--- config.mk ---
export PLATFORM = sky130hd
export DESIGN_NAME = acr_ctrl
export DESIGN_NICKNAME = d
export VERILOG_FILES = /design/src/common/acr_pkg.sv /design/src/verilog/acr_ctrl.sv
export VERILOG_INCLUDE_DIRS = /design/src /design/src/common
export SDC_FILE = /design/constraint.sdc
export NUM_CORES = 1
export LEC_CHECK = 0
export BUFFER_PORTS_ARGS = -buffer_cell sky130_fd_sc_hd__buf_2
export CAP_MARGIN = 30
export CORE_MARGIN = 3
export CORE_UTILIZATION = 50
export DETAILED_ROUTE_END_ITERATION = 6
export HOLD_SLACK_MARGIN = 0.02
export PLACE_DENSITY = 0.74
export SLEW_MARGIN = 10
export SYNTH_ARGS = -nofsm -noshare
export SYNTH_HDL_FRONTEND = slang
export SYNTH_SLANG_ARGS = --single-unit
--- constraint.sdc ---
create_clock -name clk -period 2.9 [get_ports clk]
set_input_delay 0.145 -clock clk [delete_from_list [all_inputs] [get_ports clk]]
set_output_delay 0.145 -clock clk [all_outputs]
set_load 0.03 [all_outputs]
--- src/common/acr_ctrl_regs.svh ---
`ifndef ACR_CTRL_REGS_SVH
`define ACR_CTRL_REGS_SVH

// ------------------------------------------------------------
// register map and fields
// ------------------------------------------------------------
`define ACR_BUF_CTRL_ADDR   8'hb2
`define ACR_BUF_CTRL_RESET  8'h00
`define ACR_BUF_EN_BIT      0

// ------------------------------------------------------------
// input selector codes
// ------------------------------------------------------------
`define ACR_SEL_TEMP        5'h10
`define ACR_SEL_LDO         5'h11
`define ACR_SEL_VDD         5'h12
`define ACR_SEL_GND         5'h13

// ------------------------------------------------------------
// conversion figures
// ------------------------------------------------------------
`define ACR_SET_SIZE        7'h04
`define ACR_MAX_SET_SUM     16'h0ffc
`define ACR_CLK_PERIOD_NS   8
`define ACR_TRACK_NS        1500
`define ACR_TRACK_CYC       ((`ACR_TRACK_NS + `ACR_CLK_PERIOD_NS - 1) / `ACR_CLK_PERIOD_NS)

`endif

--- src/common/acr_pkg.sv ---
package acr_pkg;

    // settings captured when a start is taken in idle, held for the whole set
    typedef struct packed {
        logic [4:0] sel;
        logic       gain_half;
        logic       byte_mode;
        logic       twelve;
        logic       track_once;
        logic [6:0] repeat_cnt;
    } acr_cfg_t;

    // analog multiplexer switch controls
    typedef struct packed {
        logic [15:0] pins;
        logic        temp;
        logic        ldo;
        logic        vdd;
        logic        gnd;
    } acr_mux_t;

    // requests to the converter core
    typedef struct packed {
        logic       track;
        logic       start;
        logic [1:0] dem_phase;
        logic       byte_mode;
        logic       gain_half;
    } acr_sar_req_t;

    typedef enum logic [3:0] {
        ST_IDLE  = 4'b0001,
        ST_TRACK = 4'b0010,
        ST_CONV  = 4'b0100,
        ST_DONE  = 4'b1000
    } acr_state_t;

endpackage

--- src/verilog/acr_ctrl.sv ---
// Behaviour
// - codes 00000..01111 connect port pin channels 0 to 15
// - 10000 temp, 10001 regulator, 10010 supply, 10011 ground, rest open
// - gain bit selects unity or half gain
// - byte mode converts only eight most significant bits, fewer SAR cycles
// - byte mode forces two low bits zero, low byte reads zero except in twelve-bit mode
// - twelve-bit set is four 10-bit conversions at different reference levels
// - each conversion of a set uses different DAC element arrangement
// - twelve-bit result is sum of four results, at most 4092
// - burst count multiple of four accumulates all conversions
// - any normal start source starts a set
// - track-once set tracks only before first conversion of a set
// - track-once clear tracks before each conversion
// - buffer control bit 0 enables common-mode buffer
`timescale 1ns/1ps
`include "acr_ctrl_regs.svh"

module acr_ctrl #(
    parameter int          ACC_W     = 16,
    parameter logic [15:0] TRACK_CYC = 16'(`ACR_TRACK_CYC)
) (
    input  wire logic                 clk,
    input  wire logic                 reset,
    input  wire logic                 ce,
    input  wire logic [7:0]           sfr_addr,
    input  wire logic                 sfr_wr,
    input  wire logic [7:0]           sfr_wdata,
    output logic [7:0]                sfr_rdata,
    input  wire logic [4:0]           input_select_field,
    input  wire logic                 gain_select_bit,
    input  wire logic                 byte_mode_enable,
    input  wire logic                 twelve_bit_enable,
    input  wire logic                 burst_mode_enable,
    input  wire logic                 track_once_select,
    input  wire logic [6:0]           burst_repeat,
    input  wire logic                 conv_start,
    output logic                      busy,
    output acr_pkg::acr_mux_t         mux_ctl,
    output acr_pkg::acr_sar_req_t     sar_req,
    input  wire logic                 sar_done,
    input  wire logic [9:0]           sar_data,
    output logic                      common_mode_buffer_enable,
    output logic [7:0]                result_high_byte,
    output logic [7:0]                result_low_byte,
    output logic                      result_valid
);
    import acr_pkg::*;

    // ------------------------------------------------------------
    // functions
    // ------------------------------------------------------------
    // selector code to switch controls
    function automatic acr_mux_t mux_decode(input logic [4:0] code);
        acr_mux_t m;
        m = '0;
        if (!code[4]) begin
            m.pins = 16'h0001 << code[3:0];
        end
        m.temp = (code == `ACR_SEL_TEMP);
        m.ldo  = (code == `ACR_SEL_LDO);
        m.vdd  = (code == `ACR_SEL_VDD);
        m.gnd  = (code == `ACR_SEL_GND);
        return m;
    endfunction

    // ------------------------------------------------------------
    // state
    // ------------------------------------------------------------
    acr_state_t       state_reg, state_next;
    acr_cfg_t         cfg_reg;
    acr_mux_t         mux_reg;
    logic [7:0]       buf_ctrl_reg;
    logic [ACC_W-1:0] acc_reg;
    logic [6:0]       idx_reg;
    logic [15:0]      trk_cnt_reg;
    logic             start_reg;
    logic [15:0]      result_reg;
    logic             valid_reg;

    // ------------------------------------------------------------
    // decode and selection
    // ------------------------------------------------------------
    wire logic        buf_hit   = (sfr_addr == `ACR_BUF_CTRL_ADDR);
    wire logic        in_idle   = (state_reg == ST_IDLE);
    wire logic        in_track  = (state_reg == ST_TRACK);
    wire logic        in_conv   = (state_reg == ST_CONV);
    wire logic        in_done   = (state_reg == ST_DONE);
    wire logic        take      = in_idle && conv_start;
    wire logic [6:0]  rep_mult  = burst_repeat & 7'h7c;
    wire logic [6:0]  n_conv    = !cfg_reg.twelve ? 7'h01 :
                                  (cfg_reg.repeat_cnt < `ACR_SET_SIZE) ? `ACR_SET_SIZE : cfg_reg.repeat_cnt;
    wire logic        last_conv = (idx_reg + 7'h01 == n_conv);
    wire logic        trk_end   = (trk_cnt_reg + 16'h0001 >= TRACK_CYC);
    wire logic [9:0]  sample    = cfg_reg.byte_mode ? {sar_data[9:2], 2'b00} : sar_data;
    wire logic [ACC_W-1:0] acc_sum = acc_reg + ACC_W'(sample);

    // register read, reserved bits read zero
    assign sfr_rdata = buf_hit ? {7'h00, buf_ctrl_reg[`ACR_BUF_EN_BIT]} : 8'h00;
    assign common_mode_buffer_enable = buf_ctrl_reg[`ACR_BUF_EN_BIT];
    assign busy = !in_idle;
    assign mux_ctl = mux_reg;
    assign sar_req.track     = in_track;
    assign sar_req.start     = start_reg;
    assign sar_req.dem_phase = idx_reg[1:0];
    assign sar_req.byte_mode = cfg_reg.byte_mode;
    assign sar_req.gain_half = cfg_reg.gain_half;
    assign result_high_byte  = result_reg[15:8];
    assign result_low_byte   = result_reg[7:0];
    assign result_valid      = valid_reg;

    // next state
    always_comb begin
        state_next = state_reg;
        case (state_reg)
            ST_IDLE:  if (take) state_next = ST_TRACK;
            ST_TRACK: if (trk_end) state_next = ST_CONV;
            ST_CONV: begin
                if (sar_done) begin
                    if (last_conv) state_next = ST_DONE;
                    else if (!(cfg_reg.twelve && cfg_reg.track_once)) state_next = ST_TRACK;
                    else state_next = ST_CONV;
                end
            end
            ST_DONE:  state_next = ST_IDLE;
            default:  state_next = ST_IDLE;
        endcase
    end

    // ------------------------------------------------------------
    // registers
    // ------------------------------------------------------------
    // buffer control register, only bit 0 writable
    always_ff @(posedge clk or posedge reset) begin
        if (reset) begin
            buf_ctrl_reg <= `ACR_BUF_CTRL_RESET;
        end else if (ce && sfr_wr && buf_hit) begin
            buf_ctrl_reg <= {7'h00, sfr_wdata[`ACR_BUF_EN_BIT]};
        end
    end

    // settings capture at start
    always_ff @(posedge clk or posedge reset) begin
        if (reset) begin
            cfg_reg <= '0;
            mux_reg <= '0;
        end else if (ce && take) begin
            cfg_reg <= '{input_select_field, gain_select_bit, byte_mode_enable,
                         twelve_bit_enable && burst_mode_enable, track_once_select, rep_mult};
            mux_reg <= mux_decode(input_select_field);
        end
    end

    // sequencer
    always_ff @(posedge clk or posedge reset) begin
        if (reset) begin
            state_reg   <= ST_IDLE;
            idx_reg     <= 7'h00;
            trk_cnt_reg <= 16'h0000;
            acc_reg     <= '0;
            start_reg   <= 1'b0;
        end else if (ce) begin
            state_reg   <= state_next;
            start_reg   <= (in_track && trk_end) || (in_conv && sar_done && state_next == ST_CONV);
            trk_cnt_reg <= in_track ? trk_cnt_reg + 16'h0001 : 16'h0000;
            if (take) begin
                idx_reg <= 7'h00;
                acc_reg <= '0;
            end else if (in_conv && sar_done) begin
                idx_reg <= idx_reg + 7'h01;
                acc_reg <= acc_sum;
            end
        end
    end

    // result word
    always_ff @(posedge clk or posedge reset) begin
        if (reset) begin
            result_reg <= 16'h0000;
            valid_reg  <= 1'b0;
        end else if (ce) begin
            valid_reg <= in_done;
            if (in_done) begin
                if (cfg_reg.twelve) result_reg <= 16'(acc_reg);
                else if (cfg_reg.byte_mode) result_reg <= {acc_reg[9:2], 8'h00};
                else result_reg <= {6'h00, acc_reg[9:0]};
            end
        end
    end
endmodule

==> results of run 1 <==
==> per-stage QoR <==
stage                     total power [W]  std cells  instance area [µm²]  utilization (%)  hold slack [ns]
final                             0.00377        778                 5810             59.2           0.0567
after global routing              0.00405        778                 5810             59.2           0.0318
after CTS                         0.00379        778                 5810             59.2           0.0259
after detailed placement          0.00296        752                 5520             56.3            0.301
after global placement            0.00291        752                 5520             56.3            0.291
after floorplan                   0.00265        570                 5090                -            0.242
==> synthesized netlist by cell type (7+ instances only) <==
master    count  share of area, %
o31ai_1      23               3.4
mux2i_1       7               1.4
nand3_1      17               1.7
nand4_1       9               1.1
nand2b_1      8              0.99
xnor2_1      12               2.1
o21ai_0      57               5.6
buf_4        14               2.1
dfrtp_1      90                44
inv_1        10              0.74
buf_2         8              0.79
nor2_1       28               2.1
clkbuf_1     19               1.4
o41ai_1       8               1.4
xor2_1        9               1.6
nand2_1     117               8.7
a21oi_1      15               1.5
ha_1         12               3.0
==> metal layers <==
layer / wire length, µm / vias up / GRT usage, %
li1: - / 2140 / -
met1: 5340 / 2013 / 29.2
met2: 5620 / 106 / 34.7
met3: 557 / 10 / 4.15
met4: 116 / 0 / 6.21
met5: 0 / - / 0
==> final cells by class <==
| cell class | count | area share [%] |
|---|---|---|
| multi-input combinational | 424 | 43.7 |
| sequential | 91 | 39.2 |
| clock buffer | 12 | 2.67 |
| inverter | 11 | 0.732 |
| timing repair buffer | 103 | 10.3 |
| tap | 133 | 2.86 |
| clock inverter | 4 | 0.560 |
==> kinds of logic after synthesis <==
family	Yosys count	share of synthesized area (%)
simple gates	228	21.8
compound gates	145	18.5
flops	91	45.0
buf+inv	55	5.34
xor+xnor	22	4.10
fa+ha+maj	13	3.36
mux	9	1.83
other cells	1	0.0740
==> final timing paths <==
path | startpoint | to | slack (ns) | cells past startpoint
setup / recovery | sar_req[1]$_DFFE_PP0P_ | acc_reg[12]$_DFFE_PP0P_ | 0.41 | 11
hold / removal | twelve_bit_enable | cfg_reg[8]$_DFFE_PP0P_ | 0.06 | 3
setup reg to reg | sar_req[1]$_DFFE_PP0P_ | acc_reg[12]$_DFFE_PP0P_ | 0.41 | 11
hold reg to reg | mux_ctl[17]$_DFFE_PP0P_ | mux_ctl[17]$_DFFE_PP0P_ | 0.48 | 2
max in group asynchronous | reset | acc_reg[7]$_DFFE_PP0P_ | 1.75 | 4
min in group asynchronous | reset | mux_ctl[17]$_DFFE_PP0P_ | 0.45 | 3
==> timing repair <==
item	in CTS	in global routing
hold buffers	10	0
setup buffers	0	0
endpoints found under the hold margin	51	0
==> where the power goes <==
| group | total [W] | internal (W) | switching, W |
|---|---|---|---|
| combinational | 0.00126 | 0.000485 | 0.000774 |
| clock | 0.000821 | 0.000364 | 0.000457 |
| sequential | 0.00169 | 0.00146 | 0.000228 |
==> critical path, delay by kind of cell (launching register included) <==
kind            cells  cell delay (ns)
compound gates      4             0.85
fa+ha+maj           2             0.56
flops               1             0.46
simple gates        3             0.30
xor+xnor            1             0.15
buf+inv             1             0.05
==> qor.csv, run 1 <==
metric,value,unit
Port Buf Inserts,85,
unrepaired setup endpoints after global routing,false,
io pins,102,
critical path class,reg -> reg,
initial core utilization,51.6,%
diodes inserted,0,
DRT antenna net count,0,
clk root buf,clkbuf_8,
crit path DAT,2.72,ns
Post-synth EDFFs,0,
largest net degree at the start of global routing,51,
"Async S/R FF share, synth",100,%
detailed-route wire length,11600,µm
drt pass-1 iters,4,
Reg area,0.00228,mm²
"FF+latch count, synth",91,
max reg flops,20,
die height,107,µm
"Seq/Total Area, Yosys",45.0,%
Setup WS post-layout,0.407,ns
area of the multi-input gates,0.00254,mm²
layout cell share with drive strength beyond 1,19.1,%
Wirelength per Cell,15.0,µm
# clock sinks,91,
DRC viols,0,
maximum clock rate,0.401,GHz
Filler cells,867,
most frequent cells in the layout,"nand2_1 (117), dfrtp_1 (90), buf_2 (85), o21ai_0 (57), nor2_1 (28)",
synth warn,0,
first-pass GRT wire length,19700,µm
maxcap violations,0,
Final Hold Fails,0,
final setup vio count,0,
Slew headroom,49.8,%
initial antenna violation count,0,
Cell variety after synth,66,
Peak VDD IR,0.471,mV
setup TNS,0,ns
total track usage,21.3,%
routed vias/inst,5.49,
nets,702,
Worst Max-Slew Pin Slew,0.752,ns
total grt overflow,0,
Longest Clk Path Bufs,2,
CTS tree,done,
max-slew violations,0,
top_reg_cell synth,dfrtp_1,
H-tree Lvls,3,
CTS buffer count,9,
DP Wirelength,8260,µm
Final min period,2.49,ns
clock slew at reported path FFs,0.09,ns
Post-Synthesis Cells,564,
worst min path class,in -> reg,
P per Cell Area,649,mW/mm²
worst-path cell with the longest stage delay,dfrtp_1,
clock latency on the worst-skew pair,0.36,ns
synthesized area,0.00506,mm²
Setup crit end kind,flip-flop,
# rows,36,
Mapped Avg Cell Area,8.98,µm²
crit start category,flip-flop,
Layout area overhead,14.7,%
drt initial violations,228,
"most common cell after layout, fill and taps aside",nand2_1,
gp weighted congestion,0.840,
final worst-path cycle share,86.0,%
required time worst endpoint,3.12,ns
status,finished clean,
Crit Path Max Fanout,6,
die area,0.0114,mm²
P_leak,2.72,nW
Die Wd,107,µm
Final Skew,0.0117,ns
Place WS,0.436,ns
post-CTS sizing,0,
CORE AREA,0.00982,mm²
DR vias,4269,
CP Cell Sequence,"nor2b_1, ha_1, inv_1, fa_1, nor2b_1, o21ai_0, a21oi_1, o21ai_0, a211oi_1, xnor2_1, nor2_1",
CP peak stage delay,0.46,ns
vias in the first global route,4126,
No activity file was read; power rests on OpenSTA's default activity.
==> inputs of run 2 (changes only) <==
Settings changed: MAX_ROUTING_LAYER from default to met4, RECOVER_POWER from default to 100.
==> qor.csv, run 2 (synthesis results as in run 1) <==
metric,value,unit,change
grt met3 use,4.33,%,+0.18 points
P per Cell Area,653,mW/mm²,+0.67%
Filler cells,903,,+4.2%
die height,107,µm,unchanged
CP Cell Sequence,"nor2_1, nand3b_1, clkbuf_1, clkinv_1, clkbuf_1, buf_2",,
Non-Filler Instances,778,,unchanged
P_leak,2.50,nW,-8.0%
clk root buf,clkbuf_8,,
Layout area overhead,12.7,%,
# clock sinks,91,,unchanged
Wirelength per Cell,14.9,µm,-0.20%
DRC viols,0,,unchanged
met1 Use GR,29.3,%,+0.12 points
Setup crit end kind,output port,,
vias in the first global route,4117,,-0.22%
DP Wirelength,8260,µm,unchanged
initial antenna violation count,0,,unchanged
crit start category,flip-flop,,
worst min path class,in -> reg,,
GRT met2 Usage,34.7,%,unchanged
io pins,102,,unchanged
initial core utilization,51.6,%,unchanged
clock slew at reported path FFs,0.09,ns,about the same
most frequent cells in the layout,"nand2_1 (117), dfrtp_1 (90), o21ai_0 (58), clkbuf_1 (49), buf_2 (40)",,
DRT antenna net count,0,,unchanged
Final min period,2.51,ns,+0.0157 ns
area of the multi-input gates,0.00252,mm²,-0.79%
Port Buf Inserts,85,,unchanged
first-pass GRT wire length,19700,µm,about the same
Crit Path Max Fanout,14,,+8
Die Wd,107,µm,unchanged
setup TNS,0,ns,unchanged
layout cell share with drive strength beyond 1,11.0,%,-8.1 points
Final Skew,0.0108,ns,-0.000925 ns
final setup vio count,0,,unchanged
drt pass-1 iters,4,,unchanged
required time worst endpoint,2.76,ns,-0.36 ns
status,finished with violations,,
clock latency on the worst-skew pair,0.36,ns,about the same
"most common cell after layout, fill and taps aside",nand2_1,,
Peak VDD IR,0.448,mV,-5.0%
post-CTS sizing,0,,unchanged
maximum clock rate,0.399,GHz,-0.63%
Slew headroom,-23.2,%,-73 points
Setup WS post-layout,0.391,ns,-0.0157 ns
Reg area,0.00228,mm²,unchanged
failing checks,"max-capacitance violations, max-slew violations",,
crit path DAT,2.36,ns,-0.36 ns
nets,702,,unchanged
Post-DP Area,0.00552,mm²,unchanged
post-route cell area,0.00571,mm²,-1.8%
largest net degree at the start of global routing,51,,unchanged
maxcap violations,1,,+1
critical path's most frequent cell,clkbuf_1,,
diodes inserted,0,,unchanged
total grt overflow,0,,unchanged
total design power,0.00373,W,-1.1%
# rows,36,,unchanged
final worst-path cycle share,86.5,%,+0.54 points
DR vias,4280,,+0.26%
CTS tree,done,,
Worst Max-Slew Pin Slew,1.84,ns,+1.09 ns
CORE AREA,0.00982,mm²,unchanged
max reg flops,20,,unchanged
CTS buffer count,9,,unchanged
routed vias/inst,5.50,,+0.26%
GR peak layer,met2,,
DP Cell Count,752,,unchanged
drt initial violations,200,,-12%
total track usage,21.9,%,+0.64 points
critical path class,reg -> out,,
H-tree Lvls,3,,unchanged
unrepaired setup endpoints after global routing,false,,
Place WS,0.436,ns,unchanged
detailed-route wire length,11600,µm,-0.20%
worst-path cell with the longest stage delay,dfstp_1,,
Longest Clk Path Bufs,2,,unchanged
Final Hold Fails,0,,unchanged
CP peak stage delay,0.65,ns,+0.19 ns
max-slew violations,45,,+45
die area,0.0114,mm²,unchanged
gp weighted congestion,0.853,,+1.5%
==> run 2: critical path, delay by kind of cell (launching register included) <==
| kind | cells | cell delay [ns] |
|---|---|---|
| and+or+nand+nor | 2 | 0.21 |
| DFF | 1 | 0.65 |
| buffers and inverters | 4 | 1.13 |
==> run 2: stage by stage <==
stage / util, % / hold slack, ns
after global routing: 58.1 / 0.0284
after global placement: 56.3 / 0.291
after floorplan: - / 0.242
final: 58.1 / 0.0490
after detailed placement: 56.3 / 0.301
after CTS: 59.2 / 0.0259
==> run 2: repair_timing <==
action	4_1_cts	5_1_grt
hold buffers	10	0
setup buffers	0	0
endpoints found under the hold margin	51	0
==> run 2: layout make-up <==
cell class                      count  area share (%)
Clock buffer                       12            2.72
Clock inverter                      4           0.570
Inverter                           11           0.745
Multi-Input combinational cell    424            44.1
Sequential cell                    91            39.9
Tap cell                          133            2.91
Timing Repair Buffer              103            9.03
==> run 2: final timing paths <==
| kind | start | endpoint | slack [ns] | depth (start not counted) |
|---|---|---|---|---|
| max in group asynchronous | reset | acc_reg[7]$_DFFE_PP0P_ | 0.65 | 4 |
| hold / removal | twelve_bit_enable | cfg_reg[8]$_DFFE_PP0P_ | 0.05 | 3 |
| setup reg to reg | sar_req[1]$_DFFE_PP0P_ | acc_reg[12]$_DFFE_PP0P_ | 0.41 | 11 |
| hold reg to reg | mux_ctl[17]$_DFFE_PP0P_ | mux_ctl[17]$_DFFE_PP0P_ | 0.48 | 2 |
| setup / recovery | state_reg[0]$_DFFE_PP1P_ | sar_req[5] | 0.39 | 6 |
| min in group asynchronous | reset | mux_ctl[17]$_DFFE_PP0P_ | 0.79 | 3 |
==> run 2: routing by layer <==
metal  routed length (µm)  up-vias
met1                 5370     2056
met3                  438       15
met2                 5660       78
li1                     -     2131
met5                    0        -
met4                  150        0
==> run 2: power breakdown <==
| part | internal, W | switching, W | leakage (nW) |
|---|---|---|---|
| combinational | 0.000450 | 0.000770 | 1.17 |
| sequential | 0.00146 | 0.000225 | 1.24 |
| clock | 0.000364 | 0.000460 | 0.0892 |
==> inputs of run 3 (changes only) <==
Settings changed: ABC_AREA from default to 1, TNS_END_PERCENT from default to 20.
Clock period 2.9 ns to 2.39 ns, I/O delays scaled along.
==> qor.csv, run 3 <==
metric,value,unit,change
Filler cells,948,,+5.0%
top post-synthesis cells by area,"dfrtp_1 (44%), nand2_1 (15%), inv_1 (5.7%)",,
Final min period,2.20,ns,
cell family with most CP delay,buffers and inverters,,
max-slew violations,0,,-100%
first-pass GRT wire length,20200,µm,+2.5%
"FF+latch count, synth",91,,unchanged
"most common cell after layout, fill and taps aside",nand2_1,,
Setup crit end kind,flip-flop,,
Peak VDD IR,0.372,mV,-17%
initial core utilization,51.9,%,+0.31 points
# rows,36,,unchanged
DP Wirelength,8840,µm,+7.1%
Util after Layout,59.4,%,+1.2 points
detailed-route wire length,12000,µm,+3.7%
Post-synth top cells,"nand2_1 (207), dfrtp_1 (90), inv_1 (78), nor2_1 (57), o21ai_0 (55)",,
top cell type's share of synthesized area,44.0,%,-0.47 points
Post-synth EDFFs,0,,unchanged
unrepaired setup endpoints after global routing,false,,
total track usage,22.3,%,+0.34 points
"Async S/R FF share, synth",100,%,unchanged
most frequent cell after synthesis,nand2_1,,
worst min path class,in -> reg,,
largest net degree at the start of global routing,92,,+80%
nets,843,,+20%
DRC viols,0,,unchanged
xor/xnor share of the synthesized area,0.856,%,-3.2 points
Cell variety after synth,35,,-47%
Wirelength per Cell,13.1,µm,-12%
Crit Path Max Fanout,12,,-2
clock latency on the worst-skew pair,0.36,ns,about the same
Reg area,0.00228,mm²,unchanged
worst-path cell with the longest stage delay,dlygate4sd3_1,,
synthesized area,0.00512,mm²,+1.1%
io pins,102,,unchanged
area of the multi-input gates,0.00238,mm²,-5.6%
crit path DAT,2.48,ns,+0.12 ns
CP Cell Sequence,"inv_1, nor2_1, nand2_1, nor2_4, nand2_2, buf_4, clkinvlp_4, nand3_1, dlygate4sd3_1, o21ai_0",,
DRT antenna net count,0,,unchanged
post-synthesis mux area share,0,%,-1.8 points
final setup vio count,0,,unchanged
status,finished clean,,
Die Wd,107,µm,+0.50%
DR vias,4713,,+10%
CP peak stage delay,0.55,ns,-0.10 ns
Worst Max-Slew Pin Slew,1.21,ns,-0.629 ns
crit start category,flip-flop,,
Synth area leader,dfrtp_1,,
CTS buffer count,9,,unchanged
diodes inserted,0,,unchanged
Post-Synthesis Cells,689,,+22%
synth warn,0,,unchanged
Layout area overhead,14.4,%,
most frequent cells in the layout,"nand2_1 (208), dfrtp_1 (90), inv_1 (77), o21ai_0 (64), nor2_1 (59)",,
layout cell share with drive strength beyond 1,10.1,%,-0.96 points
initial antenna violation count,0,,unchanged
die height,107,µm,+0.50%
setup TNS,0,ns,unchanged
Post-CTS Setup Bufs,0,,unchanged
Synth Area in Adders,3.32,%,-0.035 points
P per Cell Area,704,mW/mm²,+7.7%
CORE AREA,0.00986,mm²,+0.46%
routed vias/inst,5.13,,-6.8%
CP bufs+invs,4,,unchanged
total grt overflow,0,,unchanged
Final Skew,0.00548,ns,-0.00531 ns
clock slew at reported path FFs,0.09,ns,about the same
top_reg_cell synth,dfrtp_1,,
drt pass-1 iters,5,,+1
# clock sinks,91,,unchanged
P_leak,2.90,nW,+16%
CTS tree,done,,
Mapped Avg Cell Area,7.43,µm²,-17%
vias in the first global route,4432,,+7.7%
Port Buf Inserts,85,,unchanged
final worst-path cycle share,92.0,%,
Slew headroom,19.4,%,+43 points
drt initial violations,242,,+21%
largest family of logic cells by synthesized area,simple AND/OR/NAND/NOR gates,,
H-tree Lvls,3,,unchanged
clk root buf,clkbuf_8,,
max reg flops,20,,unchanged
compound-gate portion of the synthesized area,11.9,%,-6.6 points
Final Hold Fails,0,,unchanged
maxcap violations,0,,-1
die area,0.0115,mm²,+1.0%
Synth Area in Simple Gates,29.9,%,+8.1 points
"Seq/Total Area, Yosys",44.5,%,-0.47 points
required time worst endpoint,2.67,ns,-0.09 ns
Longest Clk Path Bufs,2,,unchanged
maximum clock rate,0.455,GHz,
critical path class,reg -> reg,,
gp weighted congestion,0.907,,+6.3%
-- run 3: changes by cell type after synthesis, sizes merged, moves of 12 or more --
cell    before  now
inv         10   79
nand2      117  214
xnor2       12    0
clkbuf      20    5
nand3       18   52
nor2        32   67
o31ai       23    3
o22ai        2   15
-- run 3: final cells by class --
| type | count | share of cell area [%] |
|---|---|---|
| sequential | 91 | 38.9 |
| clock buffer | 10 | 2.35 |
| timing repair buffer | 104 | 9.06 |
| inverter | 82 | 5.38 |
| tap | 133 | 2.84 |
| multi-input combinational | 493 | 40.6 |
| clock inverter | 6 | 0.833 |
-- run 3: where the power goes --
group / switching (W) / internal (W) / total, W
logic: 0.000862 / 0.000364 / 0.00123
registers: 0.000174 / 0.00173 / 0.00190
clock network: 0.000575 / 0.000418 / 0.000993
-- run 3: cell families (layout without fill, tap and decap cells) --
kind of cell             Yosys count  count (layout)
XOR/XNOR                           5               5
adder cells (fa/ha/maj)           13              13
other                              1               7
AO/OA/AOI/OAI                    112             112
flip-flops                        91              91
AND/OR/NAND/NOR                  356             356
buffers and inverters            111             202
-- run 3: stage by stage --
step / power (W) / instance area, µm² / hold slack, ns / cells / setup WS, ns
after detailed placement: 0.00316 / 5630 / 0.305 / 891 / 0.271
after global routing: 0.00441 / 5860 / 0.0803 / 919 / 0.0123
after floorplan: 0.00284 / 5140 / 0.229 / 695 / 0.495
after CTS: 0.00418 / 5930 / 0.0538 / 919 / 0.0394
after global placement: 0.00313 / 5630 / 0.301 / 891 / 0.315
final: 0.00412 / 5860 / 0.0686 / 919 / 0.192
-- run 3: repair_timing --
action,4_1_cts,5_1_grt
hold endpoints to repair,100,0
gates resized for setup,0,2
hold buffers,12,0
setup endpoints to repair,0,1
-- run 3: path summary, 6_finish.rpt --
| kind | endpoint | cells after the start | slack (ns) | from |
|---|---|---|---|---|
| max | cfg_reg[8]$_DFFE_PP0P_ | 10 | 0.19 | state_reg[0]$_DFFE_PP1P_ |
| min | state_reg[0]$_DFFE_PP1P_ | 4 | 0.07 | conv_start |
| max reg2reg | cfg_reg[8]$_DFFE_PP0P_ | 10 | 0.19 | state_reg[0]$_DFFE_PP1P_ |
| min reg2reg | result_reg[3]$_DFFE_PP0P_ | 2 | 0.48 | result_reg[3]$_DFFE_PP0P_ |
| max in group asynchronous | acc_reg[8]$_DFFE_PP0P_ | 4 | 0.88 | reset |
| min in group asynchronous | buf_ctrl_reg[0]$_DFFE_PP0P_ | 4 | 0.76 | reset |
-- run 3: worst reg2reg max path: stages, from the launching register on --
cell           delay, ns
dfstp_2             0.54
inv_1               0.06
nor2_1              0.08
nand2_1             0.12
nor2_4              0.16
nand2_2             0.08
buf_4               0.19
clkinvlp_4          0.17
nand3_1             0.08
dlygate4sd3_1       0.55
o21ai_0             0.09
-- run 3: routing by layer --
| metal | vias to the layer above | routed length [µm] | GRT usage, % |
|---|---|---|---|
| li1 | 2394 | - | - |
| met1 | 2194 | 5780 | 30.5 |
| met2 | 110 | 5570 | 34.2 |
| met3 | 15 | 523 | 3.43 |
| met4 | 0 | 171 | 7.40 |
| met5 | - | 0 | - |
